--- config.mk ---
export PLATFORM = sky130hd
export DESIGN_NAME = bgp_ports
export DESIGN_NICKNAME = d
export VERILOG_FILES = /design/src/hdl/bgp_pkg.sv /design/src/hdl/bgp_ports.sv
export SDC_FILE = /design/constraint.sdc
export NUM_CORES = 1
export LEC_CHECK = 0
export ABC_CLOCK_PERIOD_IN_PS = 4600
export BUFFER_PORTS_ARGS = -buffer_cell sky130_fd_sc_hd__buf_2
export CORE_MARGIN = 1.5
export CORE_UTILIZATION = 56
export DETAILED_ROUTE_END_ITERATION = 6
export PLACE_DENSITY = 0.86
export SYNTH_ARGS = -nofsm -noshare
export SYNTH_HDL_FRONTEND = slang
export SYNTH_SLANG_ARGS = --single-unit
--- constraint.sdc ---
create_clock -name pclk -period 4.6 [get_ports pclk]
set_input_delay 0.69 -clock pclk [delete_from_list [all_inputs] [get_ports pclk]]
set_output_delay 0.69 -clock pclk [all_outputs]
set_load 0.005 [all_outputs]
--- src/hdl/bgp_pkg.sv ---
`default_nettype none
package bgp_pkg;
  // ==========================================================
  // port widths and synchroniser depth
  localparam int unsigned P1_W   = 8;
  localparam int unsigned P2_W   = 5;
  localparam int unsigned P3_W   = 8;
  localparam int unsigned ADDR_W = 8;
  localparam int unsigned DATA_W = 32;
  localparam int unsigned SYNC_N = 2;
  // ==========================================================
  // register indices, byte address is four times the index
  localparam logic [5:0] IDX_ONE_DATA  = 6'h01;
  localparam logic [5:0] IDX_TWO_DATA  = 6'h02;
  localparam logic [5:0] IDX_THR_DATA  = 6'h03;
  localparam logic [5:0] IDX_ONE_DIR   = 6'h05;
  localparam logic [5:0] IDX_TWO_DIR   = 6'h06;
  localparam logic [5:0] IDX_THR_DIR   = 6'h07;
  localparam logic [5:0] IDX_OPTION    = 6'h1d;
  localparam logic [5:0] IDX_KEY_EN    = 6'h20;
  // ==========================================================
  // shared option register fields
  localparam int unsigned OPT_ONE_PU_BIT = 1;
  localparam int unsigned OPT_TWO_PU_BIT = 2;
  localparam int unsigned OPT_DRIVE_BIT  = 5;
  localparam logic        OPT_PU_RST     = 1'b0;
  localparam logic        OPT_DRIVE_RST  = 1'b1;
  // ==========================================================
  // other reset values
  localparam logic [7:0]  DIR_RST        = 8'h00;
  localparam logic [7:0]  KEY_EN_RST     = 8'h00;
endpackage : bgp_pkg
`default_nettype wire

--- src/hdl/bgp_ports.sv ---
`default_nettype none
module bgp_ports #(
  parameter int unsigned P1_W = bgp_pkg::P1_W,
  parameter int unsigned P2_W = bgp_pkg::P2_W,
  parameter int unsigned P3_W = bgp_pkg::P3_W
) (
  input  wire logic                        pclk,
  input  wire logic                        presetn,
  input  wire logic                        psel,
  input  wire logic                        penable,
  input  wire logic                        pwrite,
  input  wire logic [bgp_pkg::ADDR_W-1:0]  paddr,
  input  wire logic [bgp_pkg::DATA_W-1:0]  pwdata,
  output logic      [bgp_pkg::DATA_W-1:0]  prdata,
  output logic                             pready,
  output logic                             pslverr,
  input  wire logic [P1_W-1:0]             port_one_in,
  output logic      [P1_W-1:0]             port_one_out,
  output logic      [P1_W-1:0]             port_one_oe_n,
  output logic      [P1_W-1:0]             port_one_pu,
  input  wire logic [P2_W-1:0]             port_two_in,
  output logic      [P2_W-1:0]             port_two_out,
  output logic      [P2_W-1:0]             port_two_oe_n,
  output logic      [P2_W-1:0]             port_two_pu,
  output logic                             direct_drive_select,
  input  wire logic [P3_W-1:0]             port_three_in,
  output logic      [P3_W-1:0]             port_three_out,
  output logic      [P3_W-1:0]             port_three_oe_n,
  output logic      [P3_W-1:0]             port_three_pu,
  output logic      [P3_W-1:0]             port_three_keypad_irq_enables,
  output logic      [P3_W-1:0]             port_three_keypad_level
);

  // ==========================================================
  // parameter check
  if (P1_W < 1 || P1_W > 8 || P2_W < 1 || P2_W > 8 ||
      P3_W < 1 || P3_W > 8) begin : g_chk
    $error("port widths must lie between 1 and 8");
  end

  // ==========================================================
  // state
  logic [P1_W-1:0] one_lat_r;
  logic [P2_W-1:0] two_lat_r;
  logic [P3_W-1:0] thr_lat_r;
  logic [P1_W-1:0] one_dir_r;
  logic [P2_W-1:0] two_dir_r;
  logic [P3_W-1:0] thr_dir_r;
  logic            opt_one_pu_r;
  logic            opt_two_pu_r;
  logic            opt_drive_r;
  logic [P3_W-1:0] key_en_r;
  logic [P1_W-1:0] one_s1_r;
  logic [P1_W-1:0] one_s2_r;
  logic [P2_W-1:0] two_s1_r;
  logic [P2_W-1:0] two_s2_r;
  logic [P3_W-1:0] thr_s1_r;
  logic [P3_W-1:0] thr_s2_r;
  logic [31:0]     prdata_r;
  logic            pready_r;
  logic            pslverr_r;
  logic [P1_W-1:0] one_out_r;
  logic [P1_W-1:0] one_oe_n_r;
  logic [P1_W-1:0] one_pu_r;
  logic [P2_W-1:0] two_out_r;
  logic [P2_W-1:0] two_oe_n_r;
  logic [P2_W-1:0] two_pu_r;
  logic            drive_r;
  logic [P3_W-1:0] thr_out_r;
  logic [P3_W-1:0] thr_oe_n_r;
  logic [P3_W-1:0] thr_pu_r;
  logic [P3_W-1:0] key_out_r;

  // ==========================================================
  // bus decode
  wire        setup  = psel & ~penable;
  wire        wr_acc = psel & penable & pwrite & pready_r;
  wire [5:0]  idx    = paddr[7:2];
  wire        algn   = (paddr[1:0] == 2'h0);
  wire        h_1d   = algn & (idx == bgp_pkg::IDX_ONE_DATA);
  wire        h_2d   = algn & (idx == bgp_pkg::IDX_TWO_DATA);
  wire        h_3d   = algn & (idx == bgp_pkg::IDX_THR_DATA);
  wire        h_1r   = algn & (idx == bgp_pkg::IDX_ONE_DIR);
  wire        h_2r   = algn & (idx == bgp_pkg::IDX_TWO_DIR);
  wire        h_3r   = algn & (idx == bgp_pkg::IDX_THR_DIR);
  wire        h_opt  = algn & (idx == bgp_pkg::IDX_OPTION);
  wire        h_key  = algn & (idx == bgp_pkg::IDX_KEY_EN);
  wire        hit    = h_1d | h_2d | h_3d | h_1r | h_2r | h_3r |
                       h_opt | h_key;

  // ==========================================================
  // readback: latch on outputs, synchronised pin on inputs
  wire [P1_W-1:0] one_rd = (one_dir_r & one_lat_r) |
                           (~one_dir_r & one_s2_r);
  wire [P2_W-1:0] two_rd = (two_dir_r & two_lat_r) |
                           (~two_dir_r & two_s2_r);
  wire [P3_W-1:0] thr_rd = (thr_dir_r & thr_lat_r) |
                           (~thr_dir_r & thr_s2_r);

  wire [7:0] opt_rd;
  assign opt_rd = (8'(opt_drive_r)  << bgp_pkg::OPT_DRIVE_BIT) |
                  (8'(opt_two_pu_r) << bgp_pkg::OPT_TWO_PU_BIT) |
                  (8'(opt_one_pu_r) << bgp_pkg::OPT_ONE_PU_BIT);

  wire [31:0] rd_mux;
  assign rd_mux = h_1d  ? 32'(one_rd)    :
                  h_2d  ? 32'(two_rd)    :
                  h_3d  ? 32'(thr_rd)    :
                  h_1r  ? 32'(one_dir_r) :
                  h_2r  ? 32'(two_dir_r) :
                  h_3r  ? 32'(thr_dir_r) :
                  h_opt ? 32'(opt_rd)    :
                  h_key ? 32'(key_en_r)  :
                          32'h0000_0000;

  // ==========================================================
  // bus answer, ready in the first access cycle
  always_ff @(posedge pclk or negedge presetn) begin
    if (!presetn) begin
      pready_r  <= 1'b0;
      pslverr_r <= 1'b0;
      prdata_r  <= 32'h0000_0000;
    end else begin
      pready_r  <= setup;
      pslverr_r <= setup & ~hit;
      if (setup && !pwrite) begin
        prdata_r <= rd_mux;
      end
    end
  end

  // ==========================================================
  // data latches, no reset on purpose
  always_ff @(posedge pclk) begin
    if (wr_acc && h_1d) begin
      one_lat_r <= pwdata[P1_W-1:0];
    end
    if (wr_acc && h_2d) begin
      two_lat_r <= pwdata[P2_W-1:0];
    end
    if (wr_acc && h_3d) begin
      thr_lat_r <= pwdata[P3_W-1:0];
    end
  end

  // ==========================================================
  // direction, option and keypad enable registers
  always_ff @(posedge pclk or negedge presetn) begin
    if (!presetn) begin
      one_dir_r    <= P1_W'(bgp_pkg::DIR_RST);
      two_dir_r    <= P2_W'(bgp_pkg::DIR_RST);
      thr_dir_r    <= P3_W'(bgp_pkg::DIR_RST);
      opt_one_pu_r <= bgp_pkg::OPT_PU_RST;
      opt_two_pu_r <= bgp_pkg::OPT_PU_RST;
      opt_drive_r  <= bgp_pkg::OPT_DRIVE_RST;
      key_en_r     <= P3_W'(bgp_pkg::KEY_EN_RST);
    end else begin
      if (wr_acc && h_1r) begin
        one_dir_r <= pwdata[P1_W-1:0];
      end
      if (wr_acc && h_2r) begin
        two_dir_r <= pwdata[P2_W-1:0];
      end
      if (wr_acc && h_3r) begin
        thr_dir_r <= pwdata[P3_W-1:0];
      end
      if (wr_acc && h_opt) begin
        opt_one_pu_r <= pwdata[bgp_pkg::OPT_ONE_PU_BIT];
        opt_two_pu_r <= pwdata[bgp_pkg::OPT_TWO_PU_BIT];
        opt_drive_r  <= pwdata[bgp_pkg::OPT_DRIVE_BIT];
      end
      if (wr_acc && h_key) begin
        key_en_r <= pwdata[P3_W-1:0];
      end
    end
  end

  // ==========================================================
  // pin synchronisers
  always_ff @(posedge pclk or negedge presetn) begin
    if (!presetn) begin
      one_s1_r <= '0;
      one_s2_r <= '0;
      two_s1_r <= '0;
      two_s2_r <= '0;
      thr_s1_r <= '0;
      thr_s2_r <= '0;
    end else begin
      one_s1_r <= port_one_in;
      one_s2_r <= one_s1_r;
      two_s1_r <= port_two_in;
      two_s2_r <= two_s1_r;
      thr_s1_r <= port_three_in;
      thr_s2_r <= thr_s1_r;
    end
  end

  // ==========================================================
  // pin drivers, enable and value move on the same edge
  always_ff @(posedge pclk or negedge presetn) begin
    if (!presetn) begin
      one_out_r  <= '0;
      one_oe_n_r <= '1;
      one_pu_r   <= '0;
      two_out_r  <= '0;
      two_oe_n_r <= '1;
      two_pu_r   <= '0;
      drive_r    <= bgp_pkg::OPT_DRIVE_RST;
      thr_out_r  <= '0;
      thr_oe_n_r <= '1;
      thr_pu_r   <= '0;
      key_out_r  <= '0;
    end else begin
      one_out_r  <= one_lat_r & one_dir_r;
      one_oe_n_r <= ~one_dir_r;
      one_pu_r   <= {P1_W{opt_one_pu_r}} & ~one_dir_r;
      two_out_r  <= two_lat_r & two_dir_r;
      two_oe_n_r <= ~two_dir_r;
      two_pu_r   <= {P2_W{opt_two_pu_r}} & ~two_dir_r;
      drive_r    <= opt_drive_r;
      thr_out_r  <= thr_lat_r & thr_dir_r;
      thr_oe_n_r <= ~thr_dir_r;
      thr_pu_r   <= key_en_r & ~thr_dir_r;
      key_out_r  <= key_en_r;
    end
  end

  // ==========================================================
  // outputs
  assign prdata                        = prdata_r;
  assign pready                        = pready_r;
  assign pslverr                       = pslverr_r;
  assign port_one_out                  = one_out_r;
  assign port_one_oe_n                 = one_oe_n_r;
  assign port_one_pu                   = one_pu_r;
  assign port_two_out                  = two_out_r;
  assign port_two_oe_n                 = two_oe_n_r;
  assign port_two_pu                   = two_pu_r;
  assign direct_drive_select           = drive_r;
  assign port_three_out                = thr_out_r;
  assign port_three_oe_n               = thr_oe_n_r;
  assign port_three_pu                 = thr_pu_r;
  assign port_three_keypad_irq_enables = key_out_r;
  assign port_three_keypad_level       = thr_s2_r;
endmodule : bgp_ports
`default_nettype wire

==> qor_table.md <==
| Stage | Result | Value |
|---|---|---|
| outcome | Status | finished clean |
| synthesis | Area of the mapped netlist | 6430 um^2 |
| pwr | Net switching power figure | 696 uW |
| detailed routing | Number of DRC violations after detailed-routing iteration 0 | 443 |
| grt | Number of antenna violations at the first check in global routing | 0 |
| timing | Worst hold slack across all endpoints | 0.349 ns |
| synthesis | Gate count after technology mapping | 488 |
| flow run | Count of maximum capacitance violations | 0 |
| floorplan | Initial standard-cell utilization of the core | 58.3% |
| cts | Post-CTS Hold Buffers | 0 |
| detailed routing | Mean routed wirelength per cell | 19.2 um |
| detailed routing | Detailed route wirelength on metal2 | 7.30 mm |
| synthesis | Most used flip-flop cell after synthesis | dfrtp_1 |
| synthesis | Synthesis Warnings | 0 |
| timing | Final clock period utilization by the worst path | 63.0% |
| pwr | Net switching share of the total power | 21.9% |
| synthesis | Cell type with the highest aggregate area in the netlist | dfrtp_1 |
| synthesis | Proportion of register bits with asynchronous set or reset after synthesis | 88.1% |
| floorplan | Full die area | 12100 um^2 |
| place | Placed instance count | 744 |
| pwr | Share of total power in the clock network | 44.2% |
| setup path | Worst-path maximum fanout | 10 |
| pwr | Maximum resistive drop on vdd | 0.000468 V |
| timing | Setup repair after global routing missed its margin | no |
| pwr | Sequential group share of total power | 51.3% |
| final layout | Layout overhead on the synthesized area | 19.8% |
| detailed routing | Total length of routed met3 wires | 1.48 mm |
| grt | GRT Util Overall | 26.5% |
| setup path | Type of origin of the critical path | input port |
| final layout | Area used by sequential logic in the layout | 4560 um^2 |
| detailed routing | Wire length on met1 | 5.75 mm |
| detailed routing | Number of detailed-route iterations in the first pass | 6 |
| synthesis | Sequential cell area fraction in the yosys report | 70.9% |
| setup path | Cell breakdown of the critical path | buf_2, or4_1, nor3_4, nand2_1, nor2_1 |
| pwr | PD cells | 413 nW/um^2 |
| final layout | Final standard cell utilization of the core | 69.9% |
| synthesis | Number of synthesized flops with an enable pin | 21 |
| place | Final weighted congestion of routability-driven global placement | 0.894 |
| cts | Clock Pin Slew Worst Setup and Hold Paths | 0.06 ns |
| grt | Maximum number of pins on one net before global-route repair | 128 |
| floorplan | X dimension of the die | 110 um |
| final layout | Share of final-layout standard cells stronger than drive strength 1 | 32.4% |
| timing | Transition at the pin with the smallest max-transition slack | 1.11 ns |
| final layout | Area occupied by multi-input gates | 1610 um^2 |
| synthesis | Most frequent cells after synthesis | dfrtp_1 (133), a21oi_1 (30), nand2_1 (30) |
| setup path | Arrival @ worst endpoint | 2.94 ns |
| pwr | Internal | 2.49 mW |
| cts | CTS tree | built |
| cts | CTS Buf Count | 17 |
| setup path | Kind of end point of the critical path | register |
| cts | Cell at the root of the clock tree | clkbuf_16 |
| floorplan | Chip height | 110 um |
| synthesis | Top cells by area in the synthesized netlist | dfrtp_1 (52%), edfxtp_1 (9.8%), dfstp_2 (9.4%) |
| cts | Source-to-sink clock delay at the later pin of the worst-skew pair | 0.43 ns |
| floorplan | Placement row count | 38 |
| cts | Number of H-tree levels | 4 |
| timing | Maximum frequency from static timing analysis | 345 MHz |
| detailed routing | Post-detailed-route via-to-cell ratio | 5.62 |
| synthesis | Most common cell in the netlist | dfrtp_1 |
| grt | Wire length of the first global-routing pass | 23.0 mm |
| setup path | Highest-delay cell along the critical path | or4_1 |
| setup path | Worst EP required | 4.65 ns |
| timing | Final TNS setup | 0 ns |
| cts | Setup repair bufs after CTS | 0 |
| synthesis | Synth unique cells | 56 |
| detailed routing | Uppermost layer routed | met4 |
| floorplan | IO Count | 180 |
| grt | Gr ovfl total | 0 |
| place | Port buffer count | 131 |
| cts | Clock Path Buffers | 2 |
| pwr | Combinational group share of total power | 4.5% |
| cts | Post-cts repair resize count | 0 |
| synthesis | Top cell type's share of synthesized area | 51.7% |
| synthesis | Flop and latch count out of synthesis | 177 |
| pwr | Cell leakage power | 3.68 nW |
| setup path | Delay contributed by the slowest stage of the critical path | 0.75 ns |
| floorplan | Core Box Area | 11000 um^2 |
| detailed routing | DRT antenna net count | 0 |
| setup path | Critical path type | input port to register |
| grt | Via count of the first global-routing pass | 4318 |
| synthesis | Per-instance average area after synthesis | 13.2 um^2 |
| min path | Path class of the lowest-slack min-delay path | register to register |
| timing | Final worst clock skew | 0.00660 ns |
| final layout | Non-Filler Instances | 776 |
| final layout | Antenna diodes | 0 |
| timing | Final critical-path required period | 2.90 ns |
| place | Hpwl dp | 9.98 mm |
| detailed routing | Count of unresolved DRC violations after routing | 0 |
| final layout | Fill cells | 779 |
| cts | Clock net sink count | 177 |
| setup path | Slack of the worst reg-to-reg path | 2.71 ns |
| detailed routing | DR vias | 4361 |
| timing | Setup-failing EPs final | 0 |
| detailed routing | Sum of routed wire length over all layers | 14.9 mm |
| final layout | # nets final | 689 |
| pwr | Post-route total power | 3.18 mW |
| timing | Final hold viol count | 0 |
| timing | Max-slew violation count | 0 |
| timing | Worst slew slack as a fraction of its limit | 25.7% |
-- layout make-up --
cell class                 instances  share of cell area [%]
timing repair buffer             133                    8.78
clock inverter                     9                    1.22
sequential                       177                    59.2
tap                              140                    2.27
clock buffer                      23                    6.46
multi-input combinational        269                    20.8
inverter                          25                    1.22
-- per-layer routing --
layer,global-route usage [%],vias up
li1,-,1903
met1,34.7,2159
met2,42.4,266
met3,7.05,33
met4,11.0,0
met5,0,-
-- cell usage in the layout, fill, tap and decap left out, types with 16 or more instances in the layout --
cell type / netlist / layout
nor2b_1: 27 / 27
nand2_1: 30 / 30
edfxtp_1: 21 / 21
o21ai_0: 28 / 28
buf_2: 4 / 130
clkbuf_16: 0 / 17
conb_1: 1 / 24
inv_1: 24 / 24
dfrtp_1: 133 / 133
dfstp_2: 23 / 23
nor2_1: 16 / 16
a21oi_1: 30 / 30
and2_1: 20 / 20
-- registers in the layout (all words and copies together), names as in the netlist, 8 cells and up --
| register | cells |
|---|---|
| key_en_r | 8 |
| one_dir_r | 8 |
| one_lat_r | 8 |
| one_s1_r | 8 |
| one_s2_r | 8 |
| port_one_oe_n | 8 |
| port_one_out | 8 |
| port_one_pu | 8 |
| port_three_keypad_irq_enables | 8 |
| port_three_keypad_level | 8 |
| port_three_oe_n | 8 |
| port_three_out | 8 |
| port_three_pu | 8 |
| prdata | 8 |
| thr_dir_r | 8 |
| thr_lat_r | 8 |
| thr_s1_r | 8 |
-- per-stage QoR --
stage / instance area (um^2) / setup WS (ns)
floorplan: 6520 / 2.12
global placement: 7120 / 1.39
detailed placement: 7120 / 1.33
CTS: 7710 / 1.77
global route: 7710 / 1.61
finish: 7710 / 1.70
-- power groups by stage --
stage          sequential (mW)  clock, mW  combinational [mW]
6_report                  1.63       1.41               0.142
5_1_grt                   1.64       1.49               0.158
4_1_cts                   1.63       1.43               0.142
3_5_place_dp              1.66          0               0.141
3_3_place_gp              1.66          0               0.137
2_1_floorplan             1.66          0              0.0684
-- critical path, delay by kind of cell --
kind                   cells  cell delay [ns]
and+or+nand+nor            4             2.14
buffers and inverters      1             0.11
-- kinds of logic after synthesis --
kind of cell | Yosys count | synth area share, %
mux | 15 | 2.55
compound gates | 96 | 9.24
flops | 177 | 70.9
other cells | 1 | 0.0583
simple gates | 134 | 11.7
buf+inv | 65 | 5.50
-- worst paths after layout --
check,startpoint,endpoint,cells past startpoint
min,one_s1_r[4],one_s2_r[4],0
min in group asynchronous,presetn,port_two_out[1],1
max,paddr[1],one_lat_r[1],5
max in group asynchronous,presetn,port_one_oe_n[0],2
max reg2reg,pready,two_lat_r[1],2
min reg2reg,one_s1_r[4],one_s2_r[4],0
No activity file was read; power rests on OpenSTA's default activity.
